**config.mk**
```make
export PLATFORM = sky130hd
export DESIGN_NAME = fspc_flash_ctrl
export DESIGN_NICKNAME = d
export VERILOG_FILES = /design/src/core/fspc_pkg.sv /design/src/core/fspc_flash_ctrl.sv
export SDC_FILE = /design/constraint.sdc
export NUM_CORES = 1
export LEC_CHECK = 0
export ABC_AREA = 1
export BUFFER_PORTS_ARGS = -buffer_cell sky130_fd_sc_hd__buf_4
export CAP_MARGIN = 30
export CORE_MARGIN = 5
export CORE_UTILIZATION = 30
export CTS_BUF_LIST = sky130_fd_sc_hd__clkbuf_8 sky130_fd_sc_hd__clkbuf_16
export CTS_CLUSTER_DIAMETER = 120
export DETAILED_ROUTE_END_ITERATION = 8
export PLACE_DENSITY = 0.59
export SYNTH_ARGS = -nofsm -noshare
export SYNTH_HDL_FRONTEND = slang
export SYNTH_SLANG_ARGS = --single-unit
```
**constraint.sdc**
```tcl
create_clock -name clk_sys -period 1.4 [get_ports clk_sys]
set_input_delay 0.21 -clock clk_sys [delete_from_list [all_inputs] [get_ports clk_sys]]
set_output_delay 0.21 -clock clk_sys [all_outputs]
set_load 0.02 [all_outputs]
```
**src/core/fspc_pkg.sv**
```systemverilog
// package: register map, field layout and codes of the flash sector program control
package fspc_pkg;
  // register indices; the apb byte address is the index times four
  localparam logic [7:0] FSPC_IDX_SECH   = 8'hF6;
  localparam logic [7:0] FSPC_IDX_SECL   = 8'hF7;
  localparam logic [7:0] FSPC_IDX_USR    = 8'hF8;
  localparam logic [7:0] FSPC_IDX_CON    = 8'hF9;
  localparam logic [7:0] FSPC_IDX_IRQST  = 8'hFA;
  localparam logic [7:0] FSPC_IDX_IRQMSK = 8'hFB;
  localparam int         FSPC_AW         = 10;
  localparam logic [9:0] FSPC_ADDR_SECH   = {FSPC_IDX_SECH, 2'b00};
  localparam logic [9:0] FSPC_ADDR_SECL   = {FSPC_IDX_SECL, 2'b00};
  localparam logic [9:0] FSPC_ADDR_USR    = {FSPC_IDX_USR, 2'b00};
  localparam logic [9:0] FSPC_ADDR_CON    = {FSPC_IDX_CON, 2'b00};
  localparam logic [9:0] FSPC_ADDR_IRQST  = {FSPC_IDX_IRQST, 2'b00};
  localparam logic [9:0] FSPC_ADDR_IRQMSK = {FSPC_IDX_IRQMSK, 2'b00};
  localparam logic [7:0] FSPC_RST8      = 8'h00;
  localparam logic [1:0] FSPC_RST2      = 2'h0;
  localparam logic [7:0] FSPC_USR_KEY   = 8'hA5;
  localparam logic [3:0] FSPC_MODE_PROG = 4'h5;
  localparam logic [3:0] FSPC_MODE_ERAS = 4'hA;
  localparam logic [3:0] FSPC_MODE_LOCK = 4'h6;
  localparam int FSPC_START_BIT = 0;
  localparam int FSPC_FAIL_BIT  = 3;
  localparam int FSPC_MODE_LSB  = 4;
  localparam int FSPC_SECL_BIT  = 7;
  // interrupt status: bit0 operation done, bit1 erase failed
  localparam int FSPC_IRQ_DONE  = 0;
  localparam int FSPC_IRQ_FAIL  = 1;
  typedef enum logic [1:0] {
    FSPC_IDLE = 2'b00,
    FSPC_BUSY = 2'b01,
    FSPC_WAIT = 2'b10
  } fspc_state_t;
  typedef enum logic [1:0] {
    FSPC_OP_PROG  = 2'b00,
    FSPC_OP_ERASE = 2'b01,
    FSPC_OP_LOCK  = 2'b10
  } fspc_op_t;
endpackage

```
**src/core/fspc_flash_ctrl.sv**
```systemverilog
// flash sector program control: apb registers and operation sequencer
// Function
// - control register at index F9
// - sector high byte at index F6
// - high byte drives pointer bits 15..8
// - sector low byte at index F7
// - only low byte bit 7 selects sector
// - start bit self-clears when operation ends
`timescale 1ns/100ps
`default_nettype none
module fspc_flash_ctrl
  import fspc_pkg::*;
(
  input  wire logic              clk_sys,
  input  wire logic              sys_rst,
  input  wire logic              psel,
  input  wire logic              penable,
  input  wire logic              pwrite,
  input  wire logic [FSPC_AW-1:0] paddr,
  input  wire logic [31:0]       pwdata,
  output logic                   pready,
  output logic                   pslverr,
  output logic      [31:0]       prdata,
  output logic                   fl_req,
  output logic      [1:0]        fl_op,
  output logic      [15:0]       fl_sector,
  input  wire logic              fl_done,
  input  wire logic              fl_fail,
  output logic                   irq
);
  logic [7:0]  sech_q, secl_q, usr_q, con_q, con_d;
  logic [1:0]  ist_q, ist_d, msk_q;
  logic [31:0] prdata_d;
  fspc_state_t st_q, st_d;
  logic        fail_d;

  wire acc     = psel & penable;
  wire wr      = acc & pwrite;
  wire hit_sh  = paddr == FSPC_ADDR_SECH;
  wire hit_sl  = paddr == FSPC_ADDR_SECL;
  wire hit_us  = paddr == FSPC_ADDR_USR;
  wire hit_cn  = paddr == FSPC_ADDR_CON;
  wire hit_is  = paddr == FSPC_ADDR_IRQST;
  wire hit_mk  = paddr == FSPC_ADDR_IRQMSK;
  wire mapped  = hit_sh | hit_sl | hit_us | hit_cn | hit_is | hit_mk;
  wire [3:0] mode     = con_q[FSPC_MODE_LSB +: 4];
  wire       mode_ok  = mode == FSPC_MODE_PROG || mode == FSPC_MODE_ERAS
                      || mode == FSPC_MODE_LOCK;
  wire       enabled  = usr_q == FSPC_USR_KEY;
  wire       start    = con_q[FSPC_START_BIT] & (st_q == FSPC_IDLE);
  wire       launch   = start & mode_ok & enabled;
  // a start with no valid mode or key ends at once so software never hangs
  wire       reject   = start & ~(mode_ok & enabled);
  wire       finish   = (st_q == FSPC_WAIT) & fl_done;
  wire       op_end   = finish | reject;
  wire       erase_op = mode == FSPC_MODE_ERAS;

  assign pready    = 1'b1;
  assign pslverr   = acc & ~mapped;
  assign fl_req    = st_q == FSPC_BUSY;
  assign fl_sector = {sech_q, secl_q[FSPC_SECL_BIT], 7'h00};
  assign fl_op     = (mode == FSPC_MODE_ERAS) ? FSPC_OP_ERASE :
                     (mode == FSPC_MODE_LOCK) ? FSPC_OP_LOCK  : FSPC_OP_PROG;
  assign irq       = |(ist_q & msk_q);

  always_comb begin
    st_d = st_q;
    case (st_q)
      FSPC_IDLE: if (launch) st_d = FSPC_BUSY;
      FSPC_BUSY: st_d = FSPC_WAIT;
      FSPC_WAIT: if (fl_done) st_d = FSPC_IDLE;
      default:   st_d = FSPC_IDLE;
    endcase
  end

  // mode and start writes are held off while busy; the fail flag is never written by software
  always_comb begin
    con_d = con_q;
    fail_d = con_q[FSPC_FAIL_BIT];
    if (finish && erase_op) begin
      fail_d = fl_fail;
    end
    if (wr && hit_cn && st_q == FSPC_IDLE && !con_q[FSPC_START_BIT]) begin
      con_d = pwdata[7:0];
      con_d[2:1] = FSPC_RST2;
    end
    con_d[FSPC_FAIL_BIT] = fail_d;
    if (op_end) begin
      con_d[FSPC_START_BIT] = 1'b0;
    end
  end

  // set wins over write-one-to-clear
  always_comb begin
    ist_d = ist_q;
    if (wr && hit_is) begin
      ist_d = ist_q & ~pwdata[1:0];
    end
    if (op_end) begin
      ist_d[FSPC_IRQ_DONE] = 1'b1;
    end
    if (finish && erase_op && fl_fail) begin
      ist_d[FSPC_IRQ_FAIL] = 1'b1;
    end
  end

  always_comb begin
    prdata_d = 32'h0000_0000;
    if (hit_sh) prdata_d[7:0] = sech_q;
    if (hit_sl) prdata_d[7:0] = secl_q;
    if (hit_us) prdata_d[7:0] = usr_q;
    if (hit_cn) prdata_d[7:0] = con_q;
    if (hit_is) prdata_d[1:0] = ist_q;
    if (hit_mk) prdata_d[1:0] = msk_q;
  end
  assign prdata = (acc && !pwrite) ? prdata_d : 32'h0000_0000;

  // one short register process per register keeps each write path easy to follow
  always_ff @(posedge clk_sys or posedge sys_rst) begin
    if (sys_rst) begin
      sech_q <= FSPC_RST8;
    end else if (wr && hit_sh) begin
      sech_q <= pwdata[7:0];
    end
  end

  always_ff @(posedge clk_sys or posedge sys_rst) begin
    if (sys_rst) begin
      secl_q <= FSPC_RST8;
    end else if (wr && hit_sl) begin
      secl_q <= pwdata[7:0];
    end
  end

  always_ff @(posedge clk_sys or posedge sys_rst) begin
    if (sys_rst) begin
      usr_q <= FSPC_RST8;
    end else if (wr && hit_us) begin
      usr_q <= pwdata[7:0];
    end
  end

  always_ff @(posedge clk_sys or posedge sys_rst) begin
    if (sys_rst) begin
      msk_q <= FSPC_RST2;
    end else if (wr && hit_mk) begin
      msk_q <= pwdata[1:0];
    end
  end

  always_ff @(posedge clk_sys or posedge sys_rst) begin
    if (sys_rst) begin
      con_q <= FSPC_RST8;
    end else begin
      con_q <= con_d;
    end
  end

  always_ff @(posedge clk_sys or posedge sys_rst) begin
    if (sys_rst) begin
      ist_q <= FSPC_RST2;
    end else begin
      ist_q <= ist_d;
    end
  end

  always_ff @(posedge clk_sys or posedge sys_rst) begin
    if (sys_rst) begin
      st_q <= FSPC_IDLE;
    end else begin
      st_q <= st_d;
    end
  end

  // sequencer and start bit
  start_clears_a: assert property (
    @(posedge clk_sys) disable iff (sys_rst)
    finish |=> !con_q[FSPC_START_BIT])
    else $error("start bit not cleared");

  reject_clear_a: assert property (
    @(posedge clk_sys) disable iff (sys_rst)
    reject |=> !con_q[FSPC_START_BIT])
    else $error("rejected start not cleared");

  start_held_a: assert property (
    @(posedge clk_sys) disable iff (sys_rst)
    (st_q != FSPC_IDLE) |-> con_q[FSPC_START_BIT])
    else $error("start bit dropped while busy");

  busy_wait_a: assert property (
    @(posedge clk_sys) disable iff (sys_rst)
    (st_q == FSPC_BUSY) |=> (st_q == FSPC_WAIT))
    else $error("busy not followed by wait");

  wait_hold_a: assert property (
    @(posedge clk_sys) disable iff (sys_rst)
    (st_q == FSPC_WAIT && !fl_done) |=> (st_q == FSPC_WAIT))
    else $error("wait left without done");

  done_flag_a: assert property (
    @(posedge clk_sys) disable iff (sys_rst)
    op_end |=> ist_q[FSPC_IRQ_DONE])
    else $error("done flag not set");

  irq_level_a: assert property (
    @(posedge clk_sys) disable iff (sys_rst)
    (ist_q[FSPC_IRQ_DONE] && msk_q[FSPC_IRQ_DONE]) |-> irq)
    else $error("unmasked done without irq");

  // mode decode and launch
  bad_mode_a: assert property (
    @(posedge clk_sys) disable iff (sys_rst)
    (st_q == FSPC_IDLE && !mode_ok) |=> !fl_req)
    else $error("bad mode launched");

  good_launch_a: assert property (
    @(posedge clk_sys) disable iff (sys_rst)
    launch |=> fl_req ##1 !fl_req)
    else $error("launch missing");

  req_pulse_a: assert property (
    @(posedge clk_sys) disable iff (sys_rst)
    fl_req |=> !fl_req)
    else $error("request longer than one cycle");

  reject_idle_a: assert property (
    @(posedge clk_sys) disable iff (sys_rst)
    reject |=> !fl_req)
    else $error("rejected start launched");

  idle_quiet_a: assert property (
    @(posedge clk_sys) disable iff (sys_rst)
    (st_q == FSPC_IDLE) |-> !fl_req)
    else $error("request while idle");

  mode_hold_a: assert property (
    @(posedge clk_sys) disable iff (sys_rst)
    (st_q != FSPC_IDLE) |=> $stable(con_q[7:4]))
    else $error("mode changed while busy");

  mode_write_a: assert property (
    @(posedge clk_sys) disable iff (sys_rst)
    (wr && hit_cn && st_q == FSPC_IDLE && !con_q[FSPC_START_BIT])
    |=> con_q[7:4] == $past(pwdata[7:4]))
    else $error("mode write lost");

  op_prog_a: assert property (
    @(posedge clk_sys) disable iff (sys_rst)
    (mode == FSPC_MODE_PROG) |-> (fl_op == FSPC_OP_PROG))
    else $error("program op code");

  op_erase_a: assert property (
    @(posedge clk_sys) disable iff (sys_rst)
    (mode == FSPC_MODE_ERAS) |-> (fl_op == FSPC_OP_ERASE))
    else $error("erase op code");

  op_lock_a: assert property (
    @(posedge clk_sys) disable iff (sys_rst)
    (mode == FSPC_MODE_LOCK) |-> (fl_op == FSPC_OP_LOCK))
    else $error("lock op code");

  // erase status bit
  fail_report_a: assert property (
    @(posedge clk_sys) disable iff (sys_rst)
    (finish && erase_op) |=> con_q[FSPC_FAIL_BIT] == $past(fl_fail))
    else $error("erase status wrong");

  fail_hold_a: assert property (
    @(posedge clk_sys) disable iff (sys_rst)
    !(finish && erase_op) |=> $stable(con_q[FSPC_FAIL_BIT]))
    else $error("status bit changed");

  fail_write_a: assert property (
    @(posedge clk_sys) disable iff (sys_rst)
    (wr && hit_cn && !finish) |=> $stable(con_q[FSPC_FAIL_BIT]))
    else $error("status bit written");

  fail_flag_a: assert property (
    @(posedge clk_sys) disable iff (sys_rst)
    (finish && erase_op && fl_fail) |=> ist_q[FSPC_IRQ_FAIL])
    else $error("fail flag not set");

  // register map and sector pointer
  con_rsvd_a: assert property (
    @(posedge clk_sys) disable iff (sys_rst)
    con_q[2:1] == FSPC_RST2)
    else $error("unused control bits set");

  con_read_a: assert property (
    @(posedge clk_sys) disable iff (sys_rst)
    (acc && !pwrite && hit_cn) |-> prdata[7:0] == con_q)
    else $error("con read");

  unmapped_a: assert property (
    @(posedge clk_sys) disable iff (sys_rst)
    (acc && !mapped) |-> pslverr)
    else $error("unmapped access without error");

  read_zero_a: assert property (
    @(posedge clk_sys) disable iff (sys_rst)
    (acc && !pwrite && !mapped) |-> prdata == 32'h0000_0000)
    else $error("unmapped read not zero");

  sech_write_a: assert property (
    @(posedge clk_sys) disable iff (sys_rst)
    (wr && hit_sh) |=> sech_q == $past(pwdata[7:0]))
    else $error("sech write");

  sech_read_a: assert property (
    @(posedge clk_sys) disable iff (sys_rst)
    (acc && !pwrite && hit_sh) |-> prdata[7:0] == sech_q)
    else $error("sech read");

  sector_map_a: assert property (
    @(posedge clk_sys) disable iff (sys_rst)
    fl_sector[15:8] == sech_q && fl_sector[6:0] == 7'h00)
    else $error("sector map");

  secl_write_a: assert property (
    @(posedge clk_sys) disable iff (sys_rst)
    (wr && hit_sl) |=> secl_q == $past(pwdata[7:0]))
    else $error("secl write");

  secl_read_a: assert property (
    @(posedge clk_sys) disable iff (sys_rst)
    (acc && !pwrite && hit_sl) |-> prdata[7:0] == secl_q)
    else $error("secl read");

  secl_bit_a: assert property (
    @(posedge clk_sys) disable iff (sys_rst)
    fl_sector[FSPC_SECL_BIT] == secl_q[FSPC_SECL_BIT])
    else $error("low bit");

  // enable key
  key_gate_a: assert property (
    @(posedge clk_sys) disable iff (sys_rst)
    (start && !enabled) |=> !fl_req)
    else $error("launched without key");

  key_launch_a: assert property (
    @(posedge clk_sys) disable iff (sys_rst)
    fl_req |-> $past(enabled))
    else $error("request without key");

  erase_cov_c: cover property (@(posedge clk_sys) finish && erase_op && fl_fail);
  prog_cov_c:  cover property (@(posedge clk_sys) finish && mode == FSPC_MODE_PROG);
  lock_cov_c:  cover property (@(posedge clk_sys) finish && mode == FSPC_MODE_LOCK);
  rej_cov_c:   cover property (@(posedge clk_sys) reject);
  irq_cov_c:   cover property (@(posedge clk_sys) irq);
endmodule
`default_nettype wire

```
==> results of run 1 <==
cells in the mapped netlist, drive strengths merged:
library cell / instances
buf: 37
nand2: 74
inv: 27
o21bai: 1
nor3: 5
a21oi: 10
a31oi: 6
a22o: 1
dfrtp: 36
o211ai: 1
o21ai: 42
nand3: 13
nor4: 2
nor2: 21
clkinv: 3
conb: 2
worst min-delay path, stage by stage:
cell	delay (ps)
buf_4	100
inv_1	40
buf_4	400
per-stage QoR:
step	utilization [%]	setup WS [ps]	hold WS, ps	area (µm²)
final	40.4	-166	26.7	3070
after global routing	40.4	-227	72.5	3070
after CTS	39.4	-195	41.0	3000
after detailed placement	36.3	-241	355	2760
after global placement	36.3	-236	359	2760
after floorplan	-	10.1	306	2460
how the worst max path moves through the flow:
stage,from,end,slack (ps),depth (start not counted)
after floorplan,psel,prdata[2],10,4
after global placement,paddr[1],prdata[1],-240,11
after detailed placement,paddr[4],prdata[6],-240,9
after CTS,paddr[3],prdata[0],-190,9
after global routing,paddr[1],prdata[0],-230,9
final,paddr[1],prdata[6],-170,7
per-layer routing:
metal  vias to the layer above  part of all wire, %  GRT usage [%]
met3                         6                  7.3           3.30
met2                        70                   47           18.7
li1                        989                    -              -
met4                         0                  1.1           2.88
met5                         -                    0              0
met1                       887                   44           14.6
placed cells by master, fill, tap and decap left out, drive strengths merged:
| cell type | count |
|---|---|
| o211ai | 1 |
| conb | 32 |
| clkbuf | 6 |
| nor2 | 21 |
| dfrtp | 36 |
| clkinvlp | 1 |
| o21ai | 42 |
| nor4 | 2 |
| a21oi | 10 |
| nand2 | 74 |
| buf | 67 |
| o21bai | 1 |
| a31oi | 6 |
| clkinv | 4 |
| inv | 28 |
| nand3 | 13 |
| nor3 | 5 |
| a22o | 1 |
cell families after synthesis:
| group | after synthesis | share of synthesized area [%] |
|---|---|---|
| flops | 36 | 39.1 |
| other cells | 2 | 0.326 |
| buf+inv | 67 | 17.6 |
| compound gates | 61 | 17.9 |
| simple gates | 115 | 25.1 |
what timing repair did:
action,4_1_cts,5_1_grt
pin swaps,12,12
setup buffers,6,0
gates cloned,1,0
resized for setup,22,20
setup endpoints to repair,10,10
hold endpoints to repair,0,0
power breakdown:
part	switching [W]	internal, W	total, W
combinational	0.000197	0.0000898	0.000287
clock	0.000379	0.000393	0.000772
sequential	0.00000341	0.00104	0.00105
total	0.000580	0.00153	0.00211
area by class of cell:
class / count / area share [%]
Tap cell: 102 / 4.16
Clock buffer: 6 / 2.69
Inverter: 30 / 4.12
Sequential cell: 36 / 29.3
Multi-Input combinational cell: 208 / 41.2
Timing Repair Buffer: 67 / 18.0
Clock inverter: 2 / 0.367
Timing Repair inverter: 1 / 0.163
flip-flops by register name (all words and copies together), names as in the netlist:
register,count
secl_q,8
usr_q,8
con_q,6
msk_q,2
sech_q,8
ist_q,2
st_q,2
==> flow_metrics.py, run 1 <==
metrics = {
    "global_route": {
        "grt_pass1_wl_mm": 8.85,
        "grt_pass1_vias": 1847,
        "grt-ovfl-total": 0,
        "track_usage_pct": 11.4,
        "grt_max_degree": 37,
        "antenna_found_initial": 0,
    },
    "clock_tree": {
        "root_buffer": "clkbuf_8",
        "cts.clk_slew.worst_paths_ps": 80,
        "hold_buffers": 0,
        "cts_tree": "built",
        "cts_buffer_depth": 2,
        "cts_buffers": 5,
        "clk_latency_ps": 290,
        "htree_levels": 2,
        "cts.sinks": 36,
    },
    "die": {
        "rows": 32,
        "core-area_um2": 7610,
        "io_pins": 103,
        "die_h_um": 97.7,
        "die_w_um": 97.7,
        "initial_utilization_pct": 30.3,
        "die_area_um2": 9540,
    },
    "yosys": {
        "synth-seq-area-share_pct": 39.1,
        "avgSynthCellArea_um2": 8.21,
        "synth.largest_area_cell": "dfrtp_1",
        "yosys.cell_types.count": 30,
        "yosysWarnings": 0,
        "synth_seq_cells": 36,
        "ys_top_cells_by_area": "dfrtp_1, buf_4, nand2_1, o21ai_2, inv_1",
        "synth_top_area_share_pct": 39.1,
        "synth_area_um2": 2310,
        "synth_cells": 281,
    },
    "final_layout": {
        "n_antenna_cell": 0,
        "instances_no_fill": 452,
        "seqCellArea_um2": 901,
        "final_layout_size_suffix_gt1_share_pct": 42.6,
        "area_growth_syn_to_layout_pct": 33.2,
        "nFillCells": 777,
        "multi_input_area_um2": 1260,
        "finalNetCount": 398,
    },
    "status": {
        "status": "complete, but fails checks",
        "violations": "setup timing",
    },
    "place": {
        "place_congestion": 0.744,
        "port_buffers": 46,
        "dp_cells": 437,
        "hpwl_mm": 4.08,
    },
    "critical_path": {
        "startpoint_type": "input pin",
        "r2r_cells": 6,
        "worst-path-buf-inv": 3,
        "worst_ep_arrival_time_ps": 1360,
        "slowest_stage": "nor3_4",
        "crit_required_ps": 1190,
        "path_class": "in2out",
        "rr_startpoint": "st_q[1]",
        "path_max_fanout": 8,
        "critPathTopFamily": "simple AND/OR/NAND/NOR gates",
        "reg2reg_slack_ps": 100,
        "end_kind": "output port",
        "slowest_delay_ps": 280,
        "crit_chain": "buf_8, nor3_4, nand3_4, inv_2, a21oi_1, a31oi_2, buf_4",
        "reg2reg_to": "con_q[6]",
    },
    "route": {
        "via_per_inst": 4.32,
        "routed_wl_mm": 5.47,
        "firstDrtPassIters": 4,
        "drt_iter0_markers": 56,
        "drc": 0,
        "vias": 1952,
        "ant_nets": 0,
        "routedWlPerCell_um": 12.1,
    },
    "sta": {
        "fmax_mhz": 638,
        "setup_tns_ps": -1290,
        "drv_slew": 0,
        "period_needed_ps": 1570,
        "rsz0062_at_grt": "true",
        "fin_skew_ps": 7.95,
        "setup_slack_ps": -166,
        "finalSetupViolations": 9,
        "hold_viol_final": 0,
        "finalCritPeriodShare_pct": 112,
    },
    "power_and_ir_drop": {
        "p_total_w": 0.00211,
        "leakage_nw": 1.52,
        "ir_drop_uv": 408,
        "p_per_area_nw_per_um2": 686,
    },
    "run": {
        "maxCapViolations": 0,
    },
    "hold_path": {
        "hold_path_class": "in2async",
    },
}
No activity file was read; power rests on OpenSTA's default activity.
==> inputs of run 2 (changes only) <==
- CORE_ASPECT_RATIO: unset -> 0.9
- SLEW_MARGIN: unset -> 20
==> flow_metrics.py, run 2 (same netlist as run 1, synthesis figures left out) <==
metrics = {
    "final_layout": {
        "final_layout_size_suffix_gt1_share_pct": 43.8,
        "area_growth_syn_to_layout_pct": 33.9,
        "n_antenna_cell": 0,
        "final_cell_area_um2": 3090,
        "layout_common_cells": "buf_4, nand2_1, dfrtp_1, conb_1, o21ai_2",
        "fin_util_pct": 41.1,
        "finalNetCount": 404,
        "mostFrequentLayoutCell": "buf_4",
        "largest_registers": "sech_q: 8 flops, secl_q: 8 flops, usr_q: 8 flops",
        "nFillCells": 790,
    },
    "sta": {
        "fin_skew_ps": 4.53,
        "fmax_mhz": 636,
        "whs_ps": 24.3,
        "finalCritPeriodShare_pct": 112,
        "drv_slew": 0,
        "hold_viol_final": 0,
        "period_needed_ps": 1570,
        "setup_slack_ps": -172,
        "finalSetupViolations": 9,
        "rsz0062_at_grt": "true",
        "setup_tns_ps": -1170,
    },
    "status": {
        "status": "complete, but fails checks",
        "violations": "setup timing",
    },
    "global_route": {
        "antenna_found_initial": 0,
        "grt-ovfl-total": 0,
        "grt_pass1_wl_mm": 9.11,
        "grt_max_degree": 37,
        "grt_pass1_vias": 1906,
        "track_usage_pct": 12.3,
    },
    "clock_tree": {
        "cts_buffer_depth": 2,
        "hold_buffers": 0,
        "cts.clk_slew.worst_paths_ps": 70,
        "cts_buffers": 5,
        "root_buffer": "clkbuf_8",
        "htree_levels": 2,
        "cts.sinks": 36,
        "cts_tree": "built",
        "clk_latency_ps": 280,
    },
    "place": {
        "place_area_um2": 2750,
        "hpwl_mm": 4.10,
        "place_congestion": 0.828,
        "port_buffers": 46,
    },
    "die": {
        "rows": 30,
        "die_area_um2": 9540,
        "io_pins": 103,
        "die_w_um": 102,
        "core-area_um2": 7510,
        "die_h_um": 93.2,
        "initial_utilization_pct": 30.7,
    },
    "hold_path": {
        "hold_path_class": "in2async",
    },
    "critical_path": {
        "startpoint_type": "input pin",
        "worst_ep_arrival_time_ps": 1360,
        "path_class": "in2out",
        "crit_required_ps": 1190,
        "r2r_cells": 8,
        "end_kind": "output port",
        "reg2reg_slack_ps": 100,
        "path_max_fanout": 7,
    },
    "route": {
        "drt_iter0_markers": 70,
        "drc": 0,
        "firstDrtPassIters": 4,
        "routed_wl_mm": 5.53,
        "vias": 1951,
        "routedWlPerCell_um": 12.2,
        "via_per_inst": 4.32,
        "ant_nets": 0,
    },
    "power_and_ir_drop": {
        "ir_drop_uv": 505,
        "p_per_area_nw_per_um2": 669,
        "leakage_nw": 1.52,
        "p_total_w": 0.00207,
    },
    "run": {
        "maxCapViolations": 0,
    },
}
## run 2: power breakdown
| group | internal (W) | switching, W |
|---|---|---|
| logic | 0.0000878 | 0.000190 |
| clock network | 0.000387 | 0.000354 |
| registers | 0.00104 | 0.00000349 |
## run 2: per-stage QoR
| stage | worst slack [ps] | cells |
|---|---|---|
| after floorplan | 10.1 | 311 |
| after global placement | -221 | 431 |
| after detailed placement | -219 | 431 |
| after CTS | -197 | 451 |
| after global routing | -241 | 452 |
| final | -172 | 452 |
## run 2: critical path, stage by stage
cell     delay (ps)
buf_8           100
nor3_4          280
nand3_4         190
buf_4           170
nor2_1           70
nor2_1           50
nand2_2          60
a21oi_2          60
buf_4           160
## run 2: layout make-up
type / instances / area [µm²] / share of cell area, %
Clock inverter: 2 / 7.51 / 0.243
Clock buffer: 6 / 82.6 / 2.68
Timing Repair Buffer: 74 / 586 / 19.0
Multi-Input combinational cell: 208 / 1260 / 40.7
Inverter: 30 / 133 / 4.30
Sequential cell: 36 / 902 / 29.2
Tap cell: 96 / 120 / 3.89
## run 2: timing repair
action                     4_1_cts  5_1_grt
setup buffers                   12        1
resized for setup               18       22
pin swaps                       14       10
setup endpoints to repair       11       18
## run 2: worst paths after layout
check	endpoint	from
worst max-delay path	prdata[1]	paddr[1]
worst min-delay path	secl_q[7]	sys_rst
worst max register to register	con_q[0]	con_q[5]
worst min register to register	secl_q[4]	secl_q[4]
max in group asynchronous	con_q[6]	sys_rst
min in group clk_sys	st_q[1]	fl_done
## run 2: layer usage
metal	share of wire, %	vias up	GRT usage, %
met5	0	-	0
met1	45	897	16.2
met4	1.6	0	3.50
met3	6.7	7	3.13
li1	-	988	-
met2	47	59	20.0
==> inputs of run 3 (changes only) <==
- ABC_AREA: 1 -> unset
==> flow_metrics.py, run 3 <==
metrics = {
    "status": {
        "violations": "setup timing",
        "status": "complete, but fails checks",
    },
    "final_layout": {
        "layout_common_cells": "buf_4, dfrtp_1, conb_1, mux2_4, buf_6",
        "largest_registers": "sech_q: 8 flops, secl_q: 8 flops, usr_q: 8 flops",
        "area_growth_syn_to_layout_pct": 53.7,
        "finalNetCount": 366,
        "seqCellArea_um2": 902,
        "n_antenna_cell": 0,
        "fin_util_pct": 47.3,
        "multi_input_area_um2": 1480,
        "instances_no_fill": 414,
        "final_layout_size_suffix_gt1_share_pct": 59.4,
        "mostFrequentLayoutCell": "buf_4",
        "nFillCells": 719,
    },
    "critical_path": {
        "startpoint_type": "input pin",
        "path_class": "in2out",
        "end_kind": "output port",
        "crit_required_ps": 1190,
        "worst_ep_arrival_time_ps": 1550,
        "path_max_fanout": 6,
        "reg2reg_slack_ps": -20,
    },
    "die": {
        "die_h_um": 93.5,
        "die_w_um": 103,
        "rows": 30,
        "die_area_um2": 9600,
        "initial_utilization_pct": 30.8,
        "io_pins": 103,
        "core-area_um2": 7540,
    },
    "yosys": {
        "synth_seq_cells": 36,
        "asyncSetResetFlopFracSynth_pct": 100,
        "yosysWarnings": 0,
        "yosys.cell_types.count": 47,
        "synth.largest_area_cell": "dfrtp_1",
        "synth_top_area_share_pct": 38.8,
        "synth.most_common_cell": "dfrtp_1",
        "synth_cells": 213,
        "synth-edff-count": 0,
        "synth-seq-area-share_pct": 38.8,
        "synthTopCellsByCount": "dfrtp_1, buf_4, mux2_2, nor2_1, nand2_1",
        "synth-main-ff-cell": "dfrtp_1",
        "synth_area_um2": 2320,
        "avgSynthCellArea_um2": 10.9,
        "ys_top_cells_by_area": "dfrtp_1, mux2_2, buf_4, o211a_1, nor2_1",
    },
    "route": {
        "vias": 1941,
        "ant_nets": 0,
        "routed_wl_mm": 6.60,
        "drt_iter0_markers": 99,
        "routedWlPerCell_um": 15.9,
        "drc": 0,
        "firstDrtPassIters": 4,
        "via_per_inst": 4.69,
    },
    "global_route": {
        "grt_max_degree": 37,
        "grt_pass1_vias": 1961,
        "grt_pass1_wl_mm": 9.72,
        "track_usage_pct": 13.0,
        "antenna_found_initial": 0,
        "grt-ovfl-total": 0,
    },
    "power_and_ir_drop": {
        "pwr-share-comb_pct": 15.2,
        "p_sw_share_pct": 25.7,
        "ir_drop_uv": 516,
        "p_sw_w": 0.000594,
        "p_per_area_nw_per_um2": 647,
        "p_clk_share_pct": 39.3,
        "internal_power_w": 0.00171,
        "p_seq_share_pct": 45.5,
        "leakage_nw": 1.75,
    },
    "sta": {
        "drv_slew": 0,
        "setup_tns_ps": -6010,
        "fmax_mhz": 567,
        "fin_skew_ps": 3.58,
        "period_needed_ps": 1760,
        "hold_viol_final": 0,
        "finalSetupViolations": 33,
        "rsz0062_at_grt": "true",
        "setup_slack_ps": -364,
        "finalCritPeriodShare_pct": 126,
    },
    "place": {
        "place_congestion": 0.805,
        "port_buffers": 46,
        "dp_cells": 386,
        "post-place-ws_ps": -441,
        "hpwl_mm": 4.60,
    },
    "clock_tree": {
        "cts_buffers": 5,
        "cts_buffer_depth": 2,
        "cts.clk_slew.worst_paths_ps": 70,
        "cts_tree": "built",
        "hold_buffers": 0,
        "htree_levels": 2,
        "clk_latency_ps": 290,
        "root_buffer": "clkbuf_8",
        "cts.sinks": 36,
    },
    "run": {
        "maxCapViolations": 0,
    },
    "hold_path": {
        "hold_path_class": "in2async",
    },
}
==> run 3: critical path, stage by stage <==
cell	delay [ps]
buf_6	90
nand4b_1	200
buf_4	180
or3_4	430
o22ai_2	130
o211a_1	190
buf_6	120
==> run 3: path summary, 6_finish.rpt <==
path,depth (start not counted),startpoint,to
max,7,paddr[4],prdata[6]
min,3,sys_rst,st_q[0]
max reg2reg,5,con_q[4],ist_q[0]
min reg2reg,1,secl_q[3],secl_q[3]
max in group asynchronous,3,sys_rst,con_q[7]
min in group clk_sys,2,fl_done,st_q[1]
==> run 3: power by group through the flow <==
stage	Sequential (W)	Combinational, W	Clock (W)
6_report	0.00105	0.000352	0.000906
5_1_grt	0.00105	0.000381	0.000983
4_1_cts	0.00105	0.000327	0.000927
3_5_place_dp	0.00107	0.000299	0
3_3_place_gp	0.00107	0.000296	0
2_1_floorplan	0.00107	0.000242	0
==> run 3: timing repair <==
item	4_1_cts	5_1_grt
pin swaps	24	22
gates resized for setup	49	35
buffers inserted	13	11
setup endpoints to repair	27	46
==> run 3: metal layers <==
layer | up-vias | GRT usage [%] | wire (µm)
met5 | - | 0 | 0
met3 | 4 | 2.98 | 464
met2 | 64 | 20.6 | 3160
li1 | 920 | - | -
met1 | 953 | 17.8 | 2930
met4 | 0 | 3.24 | 38
==> run 3: metrics by stage <==
| step | total power, W | area (µm²) | hold WS [ps] |
|---|---|---|---|
| 2_1_floorplan | 0.00131 | 2490 | 307 |
| 3_3_place_gp | 0.00137 | 2970 | 350 |
| 3_5_place_dp | 0.00137 | 2970 | 352 |
| 4_1_cts | 0.00230 | 3360 | 43.1 |
| 5_1_grt | 0.00241 | 3570 | 74.2 |
| 6_report | 0.00231 | 3570 | 31.3 |
==> run 3: area by class of cell <==
| class | count | share of cell area [%] |
|---|---|---|
| clock inverter | 3 | 1.19 |
| sequential | 36 | 25.3 |
| timing repair buffer | 110 | 26.7 |
| inverter | 2 | 0.210 |
| multi-input combinational | 162 | 41.3 |
| tap | 96 | 3.37 |
| clock buffer | 5 | 1.93 |
==> run 3: cells by family after synthesis <==
logic type | count (synthesis) | synth area share [%]
xor gates and xnor gates | 1 | 0.377
AOI/OAI and AO/OA | 30 | 9.75
muxes | 37 | 17.7
buffers and inverters | 45 | 14.7
and+or+nand+nor | 62 | 18.4
other | 2 | 0.323
DFF | 36 | 38.8
